[src/sdc_pkg.sv]
/*
 Constants for the drive-side control block: out-of-band timing, power-mode
 codes, command codes and state encodings.
 Assumes a 250 MHz core clock.
*/
package sdc_pkg;
    localparam int CLK_PERIOD_PS = 4000;
    // Burst and gap times in picoseconds
    localparam int OOB_BURST_PS = 106700;
    localparam int OOB_LONG_GAP_PS = 320000;
    localparam int OOB_SHORT_GAP_PS = 106700;
    localparam int OOB_BURST_CYC = OOB_BURST_PS / CLK_PERIOD_PS;
    localparam int OOB_LONG_GAP_CYC = OOB_LONG_GAP_PS / CLK_PERIOD_PS;
    localparam int OOB_SHORT_GAP_CYC = OOB_SHORT_GAP_PS / CLK_PERIOD_PS;
    localparam int OOB_BURSTS = 6;
    localparam int OOB_CNT_W = 8;
    localparam logic [7:0] PWR_IDLE_CODE = 8'hFF;
    localparam logic [7:0] PWR_STANDBY_CODE = 8'h00;
    localparam logic [7:0] PWR_FORBIDDEN_CODE = 8'h80;
    localparam logic [7:0] CMD_CHECK_POWER = 8'hE5;
    localparam logic [7:0] CMD_SMART = 8'hB0;
    localparam logic [7:0] SMART_RETURN_STATUS = 8'hDA;
    localparam logic [7:0] SMART_GOOD = 8'h00;
    localparam logic [7:0] SMART_EXCEEDED = 8'h01;
    localparam int NUM_ATTR = 8;
    typedef enum logic [1:0]
    {
        SDC_OOB_IDLE = 2'b00,
        SDC_OOB_BURST = 2'b01,
        SDC_OOB_GAP = 2'b10
    } sdc_oob_state_t;
    typedef enum logic [1:0]
    {
        SDC_OOB_COMRESET = 2'b00,
        SDC_OOB_COMINIT = 2'b01,
        SDC_OOB_COMWAKE = 2'b10
    } sdc_oob_kind_t;
endpackage

[src/sdc_oob_gen.sv]
/*
 Out-of-band burst generator: six bursts of alignment primitives, each
 followed by a gap whose length depends on the signal kind.
 Assumes the caller pulses start only while idle.
*/
`timescale 1ns/1ps
module sdc_oob_gen
    import sdc_pkg::*;
(
    input wire logic clk_i,
    input wire logic rst_n_i,
    input wire logic ce_i,
    input wire logic start_i,
    input wire logic [1:0] kind_i,
    output logic burst_o,
    output logic busy_o
);
    sdc_oob_state_t state_r, state_nxt;
    logic [OOB_CNT_W-1:0] cnt_r, cnt_nxt;
    logic [2:0] num_r, num_nxt;
    logic long_r, long_nxt;

    always_comb
    begin
        state_nxt = state_r;
        cnt_nxt = cnt_r;
        num_nxt = num_r;
        long_nxt = long_r;
        unique case (state_r)
            SDC_OOB_IDLE:
            begin
                if (start_i)
                begin
                    state_nxt = SDC_OOB_BURST;
                    cnt_nxt = OOB_CNT_W'(OOB_BURST_CYC - 1);
                    num_nxt = 3'h0;
                    long_nxt = (kind_i != SDC_OOB_COMWAKE);
                end
            end
            SDC_OOB_BURST:
            begin
                if (cnt_r == '0)
                begin
                    state_nxt = SDC_OOB_GAP;
                    cnt_nxt = long_r ? OOB_CNT_W'(OOB_LONG_GAP_CYC - 1)
                                     : OOB_CNT_W'(OOB_SHORT_GAP_CYC - 1);
                end
                else
                    cnt_nxt = cnt_r - 1'b1;
            end
            SDC_OOB_GAP:
            begin
                if (cnt_r != '0)
                    cnt_nxt = cnt_r - 1'b1;
                else if (num_r == 3'(OOB_BURSTS - 1))
                    state_nxt = SDC_OOB_IDLE;
                else
                begin
                    state_nxt = SDC_OOB_BURST;
                    cnt_nxt = OOB_CNT_W'(OOB_BURST_CYC - 1);
                    num_nxt = num_r + 3'h1;
                end
            end
            default:
                state_nxt = SDC_OOB_IDLE;
        endcase
    end

    always_ff @(posedge clk_i or negedge rst_n_i)
    begin
        if (!rst_n_i)
        begin
            state_r <= SDC_OOB_IDLE;
            cnt_r <= '0;
            num_r <= 3'h0;
            long_r <= 1'b0;
            burst_o <= 1'b0;
            busy_o <= 1'b0;
        end
        else if (ce_i)
        begin
            state_r <= state_nxt;
            cnt_r <= cnt_nxt;
            num_r <= num_nxt;
            long_r <= long_nxt;
            burst_o <= (state_nxt == SDC_OOB_BURST);
            busy_o <= (state_nxt != SDC_OOB_IDLE);
        end
    end
endmodule

[src/sdc_top.sv]
/*
 Drive-side host interface control: spin-up strap and activity pin,
 out-of-band signalling, command launch, health status and power mode reply.
 Assumes the host adapter posts register frames as strobes synchronous to clk_i.
*/
`timescale 1ns/1ps
// Summary of operation
// Pin held low by host: spin up immediately, no staggering.
// Pin floating (reads high): staggered spin-up, wait for enable.
// Drive pin low as weak activity indication.
// Out-of-band bursts 106.7 ns, gaps 320 ns or 106.7 ns; the code truncates burst and short gap to 26 cycles (104 ns).
// Long gap for reset and init, short gap for wake.
// Health status ignores advisory attributes, checks only pre-failure ones.
// Power-mode query in idle returns FFh in sector count.
// Power-mode query never returns 80h.
// Host shadow registers carry commands and status.
// Host sets busy and sends frame on command write.
// Host sends frame on control write only if soft reset changes.
// Host sets busy and sends registers on link reset.
// Command starts on command write; other registers already valid.
// Host holds soft reset high at least 5 us.
module sdc_top
    import sdc_pkg::*;
#(
    parameter int N_ATTR = NUM_ATTR
)
(
    input wire logic clk_i,
    input wire logic rst_n_i,
    input wire logic ce_i,
    input wire logic spinup_pin_i,
    input wire logic stagger_go_i,
    input wire logic activity_i,
    input wire logic cmd_wr_i,
    input wire logic [7:0] cmd_i,
    input wire logic [7:0] feature_i,
    input wire logic soft_reset_bit_i,
    input wire logic idle_mode_i,
    input wire logic [N_ATTR-1:0] attr_exceeded_i,
    input wire logic [N_ATTR-1:0] attr_prefail_i,
    input wire logic oob_start_i,
    input wire logic [1:0] oob_kind_i,
    output logic spinup_o,
    output logic act_pin_o,
    output logic act_pin_oe_o,
    output logic cmd_start_o,
    output logic [7:0] cmd_code_o,
    output logic [7:0] sector_count_o,
    output logic result_valid_o,
    output logic busy_flag_o,
    output logic oob_burst_o,
    output logic oob_busy_o
);
    logic rst_s1_r, rst_s2_r;
    logic rst_n;
    logic strap_done_r, strap_done_nxt;
    logic immediate_r, immediate_nxt;
    logic spin_nxt;
    logic start_nxt;
    logic [7:0] code_nxt;
    logic [7:0] sc_nxt;
    logic rv_nxt;
    logic busy_nxt;
    logic act_oe_nxt;
    logic burst_nxt;
    logic obusy_nxt;
    logic gen_burst;
    logic gen_busy;
    logic [N_ATTR-1:0] prefail_hit;

    // Reset release through two flops
    always_ff @(posedge clk_i or negedge rst_n_i)
    begin
        if (!rst_n_i)
        begin
            rst_s1_r <= 1'b0;
            rst_s2_r <= 1'b0;
        end
        else
        begin
            rst_s1_r <= 1'b1;
            rst_s2_r <= rst_s1_r;
        end
    end
    assign rst_n = rst_s2_r;

    function automatic logic [7:0] power_code(input logic idle);
        power_code = idle ? PWR_IDLE_CODE : PWR_STANDBY_CODE;
        if (power_code == PWR_FORBIDDEN_CODE)
            power_code = PWR_STANDBY_CODE;
    endfunction

    genvar g;
    generate
        for (g = 0; g < N_ATTR; g++)
        begin : g_attr
            assign prefail_hit[g] = attr_exceeded_i[g] & attr_prefail_i[g];
        end
    endgenerate

    // Spin-up strap: read once, then immediate or staggered start
    always_comb
    begin
        strap_done_nxt = 1'b1;
        immediate_nxt = strap_done_r ? immediate_r : !spinup_pin_i;
        spin_nxt = spinup_o;
        if (strap_done_r && (immediate_r || stagger_go_i))
            spin_nxt = 1'b1;
    end

    always_ff @(posedge clk_i or negedge rst_n)
    begin
        if (!rst_n)
        begin
            strap_done_r <= 1'b0;
            immediate_r <= 1'b0;
            spinup_o <= 1'b0;
        end
        else if (ce_i)
        begin
            strap_done_r <= strap_done_nxt;
            immediate_r <= immediate_nxt;
            spinup_o <= spin_nxt;
        end
    end

    // Activity indication: pin only ever pulled low, weakly
    always_comb
    begin
        act_oe_nxt = activity_i && strap_done_r;
    end

    always_ff @(posedge clk_i or negedge rst_n)
    begin
        if (!rst_n)
        begin
            act_pin_o <= 1'b0;
            act_pin_oe_o <= 1'b0;
        end
        else if (ce_i)
        begin
            act_pin_o <= 1'b0;
            act_pin_oe_o <= act_oe_nxt;
        end
    end

    // Command launch and result reply
    always_comb
    begin
        start_nxt = 1'b0;
        code_nxt = cmd_code_o;
        sc_nxt = sector_count_o;
        rv_nxt = 1'b0;
        busy_nxt = busy_flag_o;
        if (soft_reset_bit_i)
        begin
            busy_nxt = 1'b1;
        end
        else if (cmd_wr_i)
        begin
            start_nxt = 1'b1;
            code_nxt = cmd_i;
            busy_nxt = 1'b0;
            if (cmd_i == CMD_CHECK_POWER)
            begin
                sc_nxt = power_code(idle_mode_i);
                rv_nxt = 1'b1;
            end
            else if (cmd_i == CMD_SMART && feature_i == SMART_RETURN_STATUS)
            begin
                sc_nxt = (|prefail_hit) ? SMART_EXCEEDED : SMART_GOOD;
                rv_nxt = 1'b1;
            end
        end
        else
        begin
            busy_nxt = 1'b0;
        end
    end

    always_ff @(posedge clk_i or negedge rst_n)
    begin
        if (!rst_n)
        begin
            cmd_start_o <= 1'b0;
            cmd_code_o <= 8'h00;
            sector_count_o <= 8'h00;
            result_valid_o <= 1'b0;
            busy_flag_o <= 1'b0;
        end
        else if (ce_i)
        begin
            cmd_start_o <= start_nxt;
            cmd_code_o <= code_nxt;
            sector_count_o <= sc_nxt;
            result_valid_o <= rv_nxt;
            busy_flag_o <= busy_nxt;
        end
    end

    // Out-of-band status registered once more so outputs leave flops here
    always_comb
    begin
        burst_nxt = gen_burst;
        obusy_nxt = gen_busy;
    end

    always_ff @(posedge clk_i or negedge rst_n)
    begin
        if (!rst_n)
        begin
            oob_burst_o <= 1'b0;
            oob_busy_o <= 1'b0;
        end
        else if (ce_i)
        begin
            oob_burst_o <= burst_nxt;
            oob_busy_o <= obusy_nxt;
        end
    end

    sdc_oob_gen u_oob
    (
        .clk_i(clk_i),
        .rst_n_i(rst_n),
        .ce_i(ce_i),
        .start_i(oob_start_i && !gen_busy),
        .kind_i(oob_kind_i),
        .burst_o(gen_burst),
        .busy_o(gen_busy)
    );
endmodule

[config.mk]
export PLATFORM = sky130hd
export DESIGN_NAME = sdc_top
export DESIGN_NICKNAME = d
export VERILOG_FILES = /design/src/sdc_pkg.sv /design/src/sdc_oob_gen.sv /design/src/sdc_top.sv
export SDC_FILE = /design/constraint.sdc
export NUM_CORES = 1
export LEC_CHECK = 0
export BUFFER_PORTS_ARGS = -buffer_cell sky130_fd_sc_hd__buf_2
export CELL_PAD_IN_SITES_DETAIL_PLACEMENT = 1
export CELL_PAD_IN_SITES_GLOBAL_PLACEMENT = 1
export CORE_UTILIZATION = 41
export DETAILED_ROUTE_END_ITERATION = 7
export PLACE_DENSITY_LB_ADDON = 0.1
export RECOVER_POWER = 50
export SLEW_MARGIN = 5
export SYNTH_ARGS = -nofsm -noshare
export SYNTH_HDL_FRONTEND = slang
export SYNTH_SLANG_ARGS = --single-unit
[constraint.sdc]
create_clock -name clk_i -period 3.4 [get_ports clk_i]
set_clock_uncertainty 0.1 [all_clocks]
set_input_delay 0.17 -clock clk_i [delete_from_list [all_inputs] [get_ports clk_i]]
set_output_delay 0.17 -clock clk_i [all_outputs]
set_load 0.03 [all_outputs]
Word level (Yosys, flattened, before mapping)
Index checks and enable logic that the tools add are counted.
Storage, ports and cells
  output and inout port bits: 24
  input bits: 44
  word-level logic and storage cells: 93
  flip-flop bits (word level): 43
Operators by class
  mux-type cells: 27
  equal/unequal tests: 13
  reduce and logical (&&, ||, !) cells: 22
  bitwise gates (word level): 10
  add/subtract/negate cells: 2
Operators with widths (number)
  two-way mux 8 bit: 8
  equality test 8 bit, second input constant: 4
  case mux 8 bit (3 select lines): 1
  two-way mux 1 bit: 9
  two-way mux 3 bit: 3
  AND 1 bit: 8
  logical NOT 8 bit: 1
  AND reduction 4 bit: 2
  nonzero test 8 bit: 1
  OR reduction 8 bit: 1
  subtractor 8 x 1 -> 8 bit, second input constant: 1
  two-way mux 7 bit: 1
  two-way mux 2 bit: 3
  != test 2 bit, second input constant: 3
  case mux 2 bit (3 select lines): 1
  case mux 3 bit (2 select lines): 1
  AND reduction 3 bit: 2
  nonzero test 2 bit: 3
  AND reduction 5 bit: 1
  equality test 2 x 1 -> 1 bit, second input constant: 2
  logical AND 1 bit: 4
  AND reduction 2 bit: 2
  adder 3 x 1 -> 3 bit, second input constant: 1
  equality test 3 bit, second input constant: 1
  8 further kinds: 10

Depth between registers and ports, before layout
Gate-level depths: netlist (run 1).
  depth in word-level cells: 6
  mapped depth: 7
  mapped depth without buffers: 6

By module
Synthesis (run 1) repeated with hierarchy kept, for this count alone.
Unflattened totals
  cell total of the unflattened synthesis: 190
  area, all modules: 2023.2 um2
Modules (own cells, without submodules)
  sdc_oob_gen: area each 1056.0 um2, cells an instance 114, instances 1, seq. area each 400.4 um2
  sdc_top: area each 967.2 um2, cells an instance 76, instances 1, seq. area each 525.5 um2

Least setup slack after synthesis (run 1)
No wires, ideal clock.
  kind: register -> register
  start point: register u_oob.cnt_r[0]
  end point: register u_oob.cnt_r[4]
  arrival: 1.701 ns
  setup slack: 1.477 ns
  buffers on the path: 0
  cell stages (with the launch flop): 7
  data required time: 3.179 ns
  clock period less this slack: 1.923 ns
  cell sequence: dfrtp_1 > inv_1 > ha_1 > or3b_2 > nor4_4 > nor2_2 > o22a_1
Between the ends
  cells in the longest elaborated chain, start to end: 3
  elaborated cells between the ends (all ways): 8
  those cells by class: add/sub (1); eq/ne (1); mux (3); reduce/logical (3)
Ends and longest elaborated chain
  start: declaration: RTL line sdc_oob_gen.sv:19  | logic [OOB_CNT_W-1:0] cnt_r, cnt_nxt;
  start signal: assignment: RTL line sdc_oob_gen.sv:83  | cnt_r <= cnt_nxt;
  subtractor 8 x 1 -> 8 bit, or another cell as far along: RTL line sdc_oob_gen.sv:49, sdc_oob_gen.sv:54
  two-way mux 8 bit, or another cell as far along: RTL line sdc_oob_gen.sv:53  | if (cnt_r != '0)
  case mux 8 bit (3 select lines) / AND reduction 4 bit (equally long branches)
Parallel ways exist; a longest one is shown, timed or not.
A chain may end at the register's enable or synchronous reset.

Worst setup path after layout (run 1)
  start point: register u_oob.cnt_r[3]
  end point: register u_oob.cnt_r[6]
The elaborated chain is that of the path after synthesis.

==> key figures, run 1 <==
Clock tree
  • Number of setup buffers added after CTS: 0
  • Largest buffer count on any clock path: 2
  • Clock-pin slew of the registers on the worst-case setup and hold paths: approximately 0.07 ns
  • Worst skew pair latency: slightly below 0.3 ns
  • Library cell used as clock root buffer: clkbuf_8
  • PostCTS Resize Cnt: 0
  • TritonCTS clock tree: yes
  • Inserted Clock Buffers: 5
  • CTS sink cnt: 37
  • Deepest level of the CTS H-tree: 2

Critical path
  • Worst path max stage delay: 0.90 ns
  • Worst reg2reg setup slack: between 0.9 and 1 ns
  • Critical path startpoint: u_oob.cnt_r[3]$_DFFE_PN0P_
  • Worst-path cell with the longest stage delay: nor4_2
  • Chain of cells forming the critical path: nor4_2, nand4_1, a41oi_1, a21oi_1
  • Top fanout value on the critical path: 12
  • Capturing element type of the critical path: flip-flop
  • Stages on worst setup path: 4
  • Crit path buffers/inverters: 0
  • Depth of the worst register-to-register path: 4
  • Worst r2r dst: u_oob.cnt_r[6]$_DFFE_PN0P_
  • Family with the most delay on the worst path: simple AND/OR/NAND/NOR gates
  • Arrival time at the worst endpoint: 2.47 ns
  • Reg2Reg Launch Point: u_oob.cnt_r[3]$_DFFE_PN0P_
  • Type of element launching the critical path: flip-flop
  • Worst setup path category: flip-flop to flip-flop
  • Data required time at the worst endpoint: roughly 3.5 ns

Hold path
  • Worst Hold Launch: activity_i
  • Number of stages on the worst hold path: 3
  • Worst Hold Class: input pin to flip-flop
  • Hold EP: act_pin_oe_o$_DFFE_PN0P_

Logic synthesis
  • Most used flip-flop cell after synthesis: dfrtp_1
  • Ranking of synthesized cells by instance count: 37 x dfrtp_1, 15 x inv_1, 13 x mux2_2, 11 x a21oi_1
  • Ys async rst share: 100%
  • Number of different library cells in the post-synthesis netlist: 56
  • Synth Instances: between 200 and 250
  • Post-synth EDFFs: 0
  • Mean instance size in the synthesized netlist: approximately 10 um2
  • Main area contributors after synthesis: dfrtp_1 45%, mux2_2 7.1%, ha_1 4.8%
  • Sequential-to-total area share from yosys stat: 44.7%
  • Compound-Gate Fraction of Synth Area: ~19%
  • Top-area cell type share of the netlist area: 44.7%
  • Main combinational cell family by area after synthesis: compound AO/OA/AOI/OAI gates
  • Share of synthesized area spent on multiplexers: approximately 8%
  • Post-synthesis adder-cell area fraction: 4.83%
  • Post-synthesis share of cell area spent on xor and xnor gates: less than 1%
  • Register bit count reported by yosys: 37
  • Yosys warning total: 0
  • Simple-gate area share of the yosys netlist: between 15 and 20%
  • Post-synthesis instance area: between 0.002 and 0.0025 mm2
  • Count leader, synth: dfrtp_1
  • Top cell type by total area after synthesis: dfrtp_1
  • Number of nets produced by synthesis: about 250

Cells and area
  • # nets final: 321
  • Area of all sequential standard cells: a little over 900 um2
  • Antenna fix cells: 0
  • Area overhead of the layout relative to synthesis: 22.9%
  • Total of fill cells in the finished design: roughly 570
  • Number of non-filler instances in the completed layout: around 340
  • Multi-input logic area: 0.00102 mm2
  • Fraction of layout instances using a drive strength above 1: about a third

Timing
  • Aggregate negative setup slack: 0 ns
  • Final count of pins violating max slew: 34
  • Worst slew pin tran: about 1.9 ns
  • Slew headroom: -25.5%
  • # setup viols final: 0
  • Final worst-path setup slack: approximately 0.99 ns
  • Post-layout minimum cycle time: between 2 and 2.5 ns
  • Hold Violations, Final: 0
  • RSZ-0062 raised after global routing: no
  • Final critical-path share of the clock period: 70.8%
  • Fmax: ~0.42 GHz

Die
  • Area of the core: between 0.004 and 0.005 mm2
  • Number of cell rows: 25
  • Height of the chip: between 70 and 80 um
  • Effective utilization at floorplan: approximately 43%
  • Total Die Area: approximately 0.0053 mm2
  • Floorplan die width: approximately 73 um
  • Top Ports: between 60 and 70

Place
  • Post-Place Worst Slack: 1.09 ns
  • Buffers added on ports: 66
  • Inst Count DP: roughly 330
  • Weighted congestion at the end of routability-driven global placement: slightly below 0.9
  • Detailed-placement wirelength estimate: 4.03 mm

Pwr
  • Power per cell area: roughly 640 mW/mm2
  • Peak supply drop: 0.000294 V
  • Reported leakage power: around 1.2 nW

Status
  • Violations in the final reports: max-capacitance violations, max-slew violations
  • Run status: finished with violations

Detailed routing
  • Highest signal layer in the routed design: met4
  • Wirelength per Cell: 15.9 um
  • Amount of wire on met3 after detailed routing: roughly 170 um
  • Met1 wire length: 2.45 mm
  • Detailed Routing Iterations Pass 1: 4
  • DRC Markers: 0
  • WL met2: around 2.7 mm
  • First DRT Iteration DRCs: 54
  • Routed WL: between 5 and 6 mm
  • Total via count after detailed routing: approximately 1800
  • Via-to-Cell Ratio: 5.38
  • Number of antenna-violating nets in the routed design: 0

Global routing
  • Via count of the first global-routing pass: around 1800
  • Maximum number of pins on one net before global-route repair: 34
  • Total routing usage reported by global routing: around 22%
  • Wire length of the first global-routing pass: slightly below 9 mm
  • Number of antenna violations at the first check in global routing: 0
  • Leftover overflow at the end of global routing: 0

Run
  • Max-cap violation count: 1
## how the worst max path moves through the flow
stage | to | slack (ns)
floorplan | u_oob.cnt_r[4]$_DFFE_PN0P_ | 1.48
global placement | u_oob.cnt_r[6]$_DFFE_PN0P_ | 1.18
detailed placement | u_oob.cnt_r[6]$_DFFE_PN0P_ | 1.09
CTS | u_oob.cnt_r[6]$_DFFE_PN0P_ | 1.08
global route | u_oob.cnt_r[6]$_DFFE_PN0P_ | 0.81
finish | u_oob.cnt_r[6]$_DFFE_PN0P_ | 0.99
## report_power, final
part           leakage, nW  switching, mW  internal (mW)
logic                0.683          0.429          0.284
registers            0.455         0.0939          0.529
clock network       0.0450          0.156          0.142
## routing by layer
metal	up-vias	GRT usage, %
met4	0	8.50
met3	9	3.87
met5	-	0
met2	41	36.0
li1	877	-
met1	886	27.5
## flip-flops by register name, indices dropped and copies added, names as in the netlist, 2 cells and up
register	count
u_oob.num_r	3
sector_count_o	2
cmd_code_o	8
u_oob.cnt_r	8
u_oob.state_r	2
## layout by cell type (no fill, tap or decap), types with 2 or more instances in the layout
cell type and instances:
nand3_1 4, o22a_1 2, o21ai_0 8, nand4_1 6, clkinv_2 2, a211o_1 2
nor2_1 7, nand2_1 8, mux2_2 13, clkbuf_8 5, a41oi_1 2, inv_1 15
a211oi_1 2, o211ai_1 6, nand2b_1 4, conb_1 2, or2_2 2, and2_1 2
nor3b_1 2, nand4b_1 2, a22oi_1 4, buf_2 62, o22ai_1 2, nor4_1 3
dfrtp_1 37, dlygate4sd3_1 4, mux2i_1 2, a21oi_1 11, a21o_1 2, nor3_1 3
clkbuf_1 6, ha_1 8, a31oi_1 4
## worst min-delay path: stages
cell and delay [ns]:
buf_2 0.08, nand3_1 0.06, o21ai_0 0.07
## cells by family (layout without fill, tap and decap cells)
family,count (synthesis),in the layout
flip-flops,37,37
buffers and inverters,27,96
XOR/XNOR,1,1
AO/OA/AOI/OAI,56,56
AND/OR/NAND/NOR,55,55
adder cells (fa/ha/maj),8,8
multiplexers,15,15
other,2,2
## metrics by stage
step | total power [mW] | area (um2) | hold WS (ns) | utilization, %
3_3_place_gp | 1.32 | 2430 | -0.144 | 50.8
6_report | 1.63 | 2550 | 0.0262 | 53.2
3_5_place_dp | 1.34 | 2430 | -0.143 | 50.8
4_1_cts | 1.65 | 2550 | 0.0251 | 53.4
5_1_grt | 1.75 | 2550 | 0.0301 | 53.2
2_1_floorplan | 1.12 | 2070 | -0.226 | -
## repair_timing
| item | 4_1_cts | 5_1_grt |
|---|---|---|
| endpoints found under the setup margin | 0 | 0 |
| hold endpoints to repair | 6 | 0 |
| hold buffers | 4 | 0 |
## final cells by class
| cell class | instances | share of cell area [%] |
|---|---|---|
| flip-flops and latches | 37 | 36.4 |
| repair buffers | 72 | 14.8 |
| clock buffers | 6 | 2.85 |
| clock inverters | 2 | 0.393 |
| inverters | 16 | 2.36 |
| multi-input cells | 137 | 40.0 |
| well taps | 67 | 3.29 |
Note: power is estimated with default switching activity, not from simulation.
==> run 2, diff against run 1 <==
Settings changed: ABC_AREA set to 1, CORE_UTILIZATION 41 to 36.
Clock period 3.4 ns to 2.29 ns, I/O delays scaled along.
==> key figures, run 2 <==
Status
  • Run status: complete, no violations

Logic synthesis
  • Ranking of synthesized cells by instance count: 90 x nand2_1, 37 x dfrtp_1, 27 x nor2_1, 22 x inv_1, 15 x nand3_1
  • Main area contributors after synthesis: dfrtp_1 44%, nand2_1 16%, nor2_1 4.8%
  • Sequential-to-total area share from yosys stat: 44.0% (-0.69 points)
  • Synth Instances: 269 (+34%)
  • Top cell type by total area after synthesis: dfrtp_1
  • Post-synth EDFFs: 0 (unchanged)
  • Yosys warning total: 0 (unchanged)
  • Post-synthesis instance area: 0.00210 mm2 (+1.6%)
  • Top-area cell type share of the netlist area: 44.0% (-0.69 points)
  • Most used flip-flop cell after synthesis: dfrtp_1
  • Number of nets produced by synthesis: 321 (+27%)
  • Mean instance size in the synthesized netlist: 7.82 um2 (-24%)
  • Number of different library cells in the post-synthesis netlist: 33 (-41%)
  • Ys async rst share: 100% (unchanged)
  • Count leader, synth: nand2_1
  • Register bit count reported by yosys: 37 (unchanged)

Timing
  • Slew headroom: 37.5% (+63 points)
  • Worst slew pin tran: 0.937 ns (-0.946 ns)
  • RSZ-0062 raised after global routing: no
  • Fmax: 0.530 GHz (+28%)
  • Final worst-path setup slack: 0.402 ns (-0.591 ns)
  • Aggregate negative setup slack: 0 ns (unchanged)
  • # setup viols final: 0 (unchanged)
  • Final critical-path share of the clock period: 82.4% (+12 points)
  • Final count of pins violating max slew: 0 (-100%)
  • Hold Violations, Final: 0 (unchanged)
  • Post-layout minimum cycle time: 1.89 ns (-0.519 ns)

Place
  • Inst Count DP: 399 (+23%)
  • Buffers added on ports: 66 (unchanged)
  • Post-Place Worst Slack: 0.519 ns (-0.575 ns)
  • Detailed-placement wirelength estimate: 4.19 mm (+4.0%)
  • Weighted congestion at the end of routability-driven global placement: 0.846 (-2.2%)

Die
  • Top Ports: 68 (unchanged)
  • Floorplan die width: 78.5 um (+7.3%)
  • Height of the chip: 78.5 um (+7.3%)
  • Area of the core: 0.00557 mm2 (+16%)
  • Total Die Area: 0.00616 mm2 (+15%)
  • Number of cell rows: 27 (+8.0%)
  • Effective utilization at floorplan: 37.8% (-5.5 points)

Cells and area
  • Multi-input logic area: 998 um2 (-1.8%)
  • Area of all sequential standard cells: 926 um2 (unchanged)
  • Fraction of layout instances using a drive strength above 1: 27.0% (-7.1 points)
  • Number of non-filler instances in the completed layout: 420 (+25%)
  • Commonest cells after routing, fill and taps aside: 90 x nand2_1, 62 x buf_2, 37 x dfrtp_1
  • Biggest regs: cmd_code_o (8), u_oob.cnt_r (8), u_oob.num_r (3)
  • Total of fill cells in the finished design: 732 (+30%)
  • Most common library cell in the layout ignoring fill and taps: nand2_1
  • Area overhead of the layout relative to synthesis: 27.6%
  • Antenna fix cells: 0 (unchanged)
  • # nets final: 400 (+25%)

Global routing
  • Number of antenna violations at the first check in global routing: 0 (unchanged)
  • Total routing usage reported by global routing: 19.5% (-2.0 points)
  • Via count of the first global-routing pass: 2000 (+8.6%)
  • Leftover overflow at the end of global routing: 0 (unchanged)
  • Maximum number of pins on one net before global-route repair: 36 (+5.9%)
  • Wire length of the first global-routing pass: 9.27 mm (+6.8%)

Detailed routing
  • Detailed Routing Iterations Pass 1: 4 (unchanged)
  • Routed WL: 5.42 mm (+0.80%)
  • DRC Markers: 0 (unchanged)
  • Wirelength per Cell: 12.9 um (-19%)
  • First DRT Iteration DRCs: 80 (+48%)
  • Total via count after detailed routing: 1972 (+8.8%)
  • Number of antenna-violating nets in the routed design: 0 (unchanged)
  • Via-to-Cell Ratio: 4.70 (-13%)

Pwr
  • P_sw: 0.878 mW (+29%)
  • Peak supply drop: 0.000287 V (-2.3%)
  • Reported leakage power: 1.52 nW (+29%)
  • Internal Pwr Total: 1.30 mW (+36%)
  • Power per cell area: 809 mW/mm2 (+26%)
  • Portion of total power attributed to combinational logic: 38.3% (-5.3 points)
  • Clock network fraction of design power: 21.7% (+3.5 points)
  • Share of total power consumed by net switching: 40.4% (-1.1 points)
  • Relative contribution of sequential cells to total power: 40.0% (+1.9 points)

Critical path
  • Arrival time at the worst endpoint: 2.02 ns (-0.45 ns)
  • Family with the most delay on the worst path: buffers and inverters
  • Crit path buffers/inverters: 2 (+2)
  • Data required time at the worst endpoint: 2.42 ns (-1.04 ns)
  • Worst path max stage delay: 0.56 ns (-0.34 ns)
  • Capturing element type of the critical path: flip-flop
  • Top fanout value on the critical path: 4 (-8)
  • Type of element launching the critical path: flip-flop
  • Worst setup path category: flip-flop to flip-flop
  • Chain of cells forming the critical path: inv_1, ha_1, nand2_1, nor2_1, nor2_1, a31oi_1, dlygate4sd3_1
  • Crit-path most repeated cell: nor2_1
  • Worst-path cell with the longest stage delay: dlygate4sd3_1

Clock tree
  • Clock-pin slew of the registers on the worst-case setup and hold paths: 0.07 ns (about the same)
  • CTS sink cnt: 37 (unchanged)
  • TritonCTS clock tree: yes
  • Inserted Clock Buffers: 5 (unchanged)
  • Number of setup buffers added after CTS: 0 (unchanged)
  • Library cell used as clock root buffer: clkbuf_8
  • Worst skew pair latency: 0.29 ns (about the same)
  • Deepest level of the CTS H-tree: 2 (unchanged)
  • Largest buffer count on any clock path: 2 (unchanged)

Run
  • Max-cap violation count: 0 (-1)

Hold path
  • Worst Hold Class: input pin to flip-flop
[run 2: changes by cell type in the layout (fill, tap and decap cells not counted), sizes merged, moves of 4 or more]
cell         previous run  this run
dlygate4sd3             4        14
nor4                    5         0
nand3                   4        17
nand2b                  4         0
o21ai                   9        16
nor2                    8        31
inv                    15        28
nand2                   8        95
mux2                   13         0
a22oi                   4         0
o211ai                  6         1
[run 2: stage by stage]
| step | hold WS, ns | power [mW] | instance area (um2) | util, % |
|---|---|---|---|---|
| 2_1_floorplan | -0.281 | 1.46 | 2100 | - |
| 3_3_place_gp | -0.200 | 1.68 | 2470 | 44.3 |
| 5_1_grt | 0.0559 | 2.33 | 2690 | 48.2 |
| 3_5_place_dp | -0.189 | 1.70 | 2470 | 44.3 |
| 4_1_cts | 0.0125 | 2.21 | 2690 | 48.3 |
| 6_report | 0.0170 | 2.17 | 2690 | 48.2 |
[run 2: power by group through the flow]
| stage | registers (mW) | clock network [mW] | logic [mW] |
|---|---|---|---|
| 2_1_floorplan | 0.947 | 0 | 0.513 |
| 3_3_place_gp | 0.878 | 0 | 0.800 |
| 3_5_place_dp | 0.880 | 0 | 0.819 |
| 4_1_cts | 0.872 | 0.487 | 0.850 |
| 5_1_grt | 0.883 | 0.508 | 0.936 |
| 6_report | 0.870 | 0.472 | 0.832 |
[run 2: logic make-up (layout without fill, tap and decap cells)]
family	Yosys count	in the layout	share of synthesized area (%)
AOI/OAI and AO/OA	31	31	8.80
xor gates and xnor gates	4	4	1.66
adders and majority gates	8	8	4.76
buffers and inverters	38	117	8.56
DFF	37	37	44.0
other	2	2	0.357
and+or+nand+nor	149	149	31.9
[run 2: layout make-up]
type / instances / area share, %
clock buffer: 7 / 3.21
inverter: 28 / 4.01
multi-input combinational: 194 / 37.2
sequential: 37 / 34.5
tap: 72 / 3.35
timing repair buffer: 82 / 17.8
[run 2: worst reg2reg max path: stages, from the launching register on]
cell and delay, ns:
dfrtp_1 0.42, inv_1 0.15, ha_1 0.20, nand2_1 0.08, nor2_1 0.14, nor2_1 0.05
a31oi_1 0.13, dlygate4sd3_1 0.56
[run 2: layer usage]
metal | up-vias | global-route usage [%] | part of all wire [%]
li1 | 989 | - | -
met1 | 922 | 24.4 | 46
met2 | 55 | 33.5 | 48
met3 | 6 | 2.79 | 4.1
met4 | 0 | 8.33 | 1.8
met5 | - | 0 | 0
[run 2: worst paths after layout]
path | start | to | cells past startpoint | slack (ns)
max in group asynchronous | rst_n$_DFF_PN0_ | oob_busy_o$_DFFE_PN0P_ | 1 | 1.15
worst min-delay path | idle_mode_i | sector_count_o[6]$_DFFE_PN0P_ | 3 | 0.02
worst max-delay path | u_oob.state_r[1]$_DFFE_PN0P_ | u_oob.long_r$_DFFE_PN0P_ | 7 | 0.40
worst max register to register | u_oob.state_r[1]$_DFFE_PN0P_ | u_oob.long_r$_DFFE_PN0P_ | 7 | 0.40
min in group asynchronous | rst_n_i | rst_s1_r$_DFF_PN0_ | 2 | 0.06
worst min register to register | rst_s1_r$_DFF_PN0_ | rst_n$_DFF_PN0_ | 0 | 0.26
[run 2: what timing repair did]
action / 4_1_cts / 5_1_grt
hold buffers: 14 / 0
endpoints found under the setup margin: 0 / 0
resized for setup: 0 / 0
hold endpoints to repair: 14 / 0
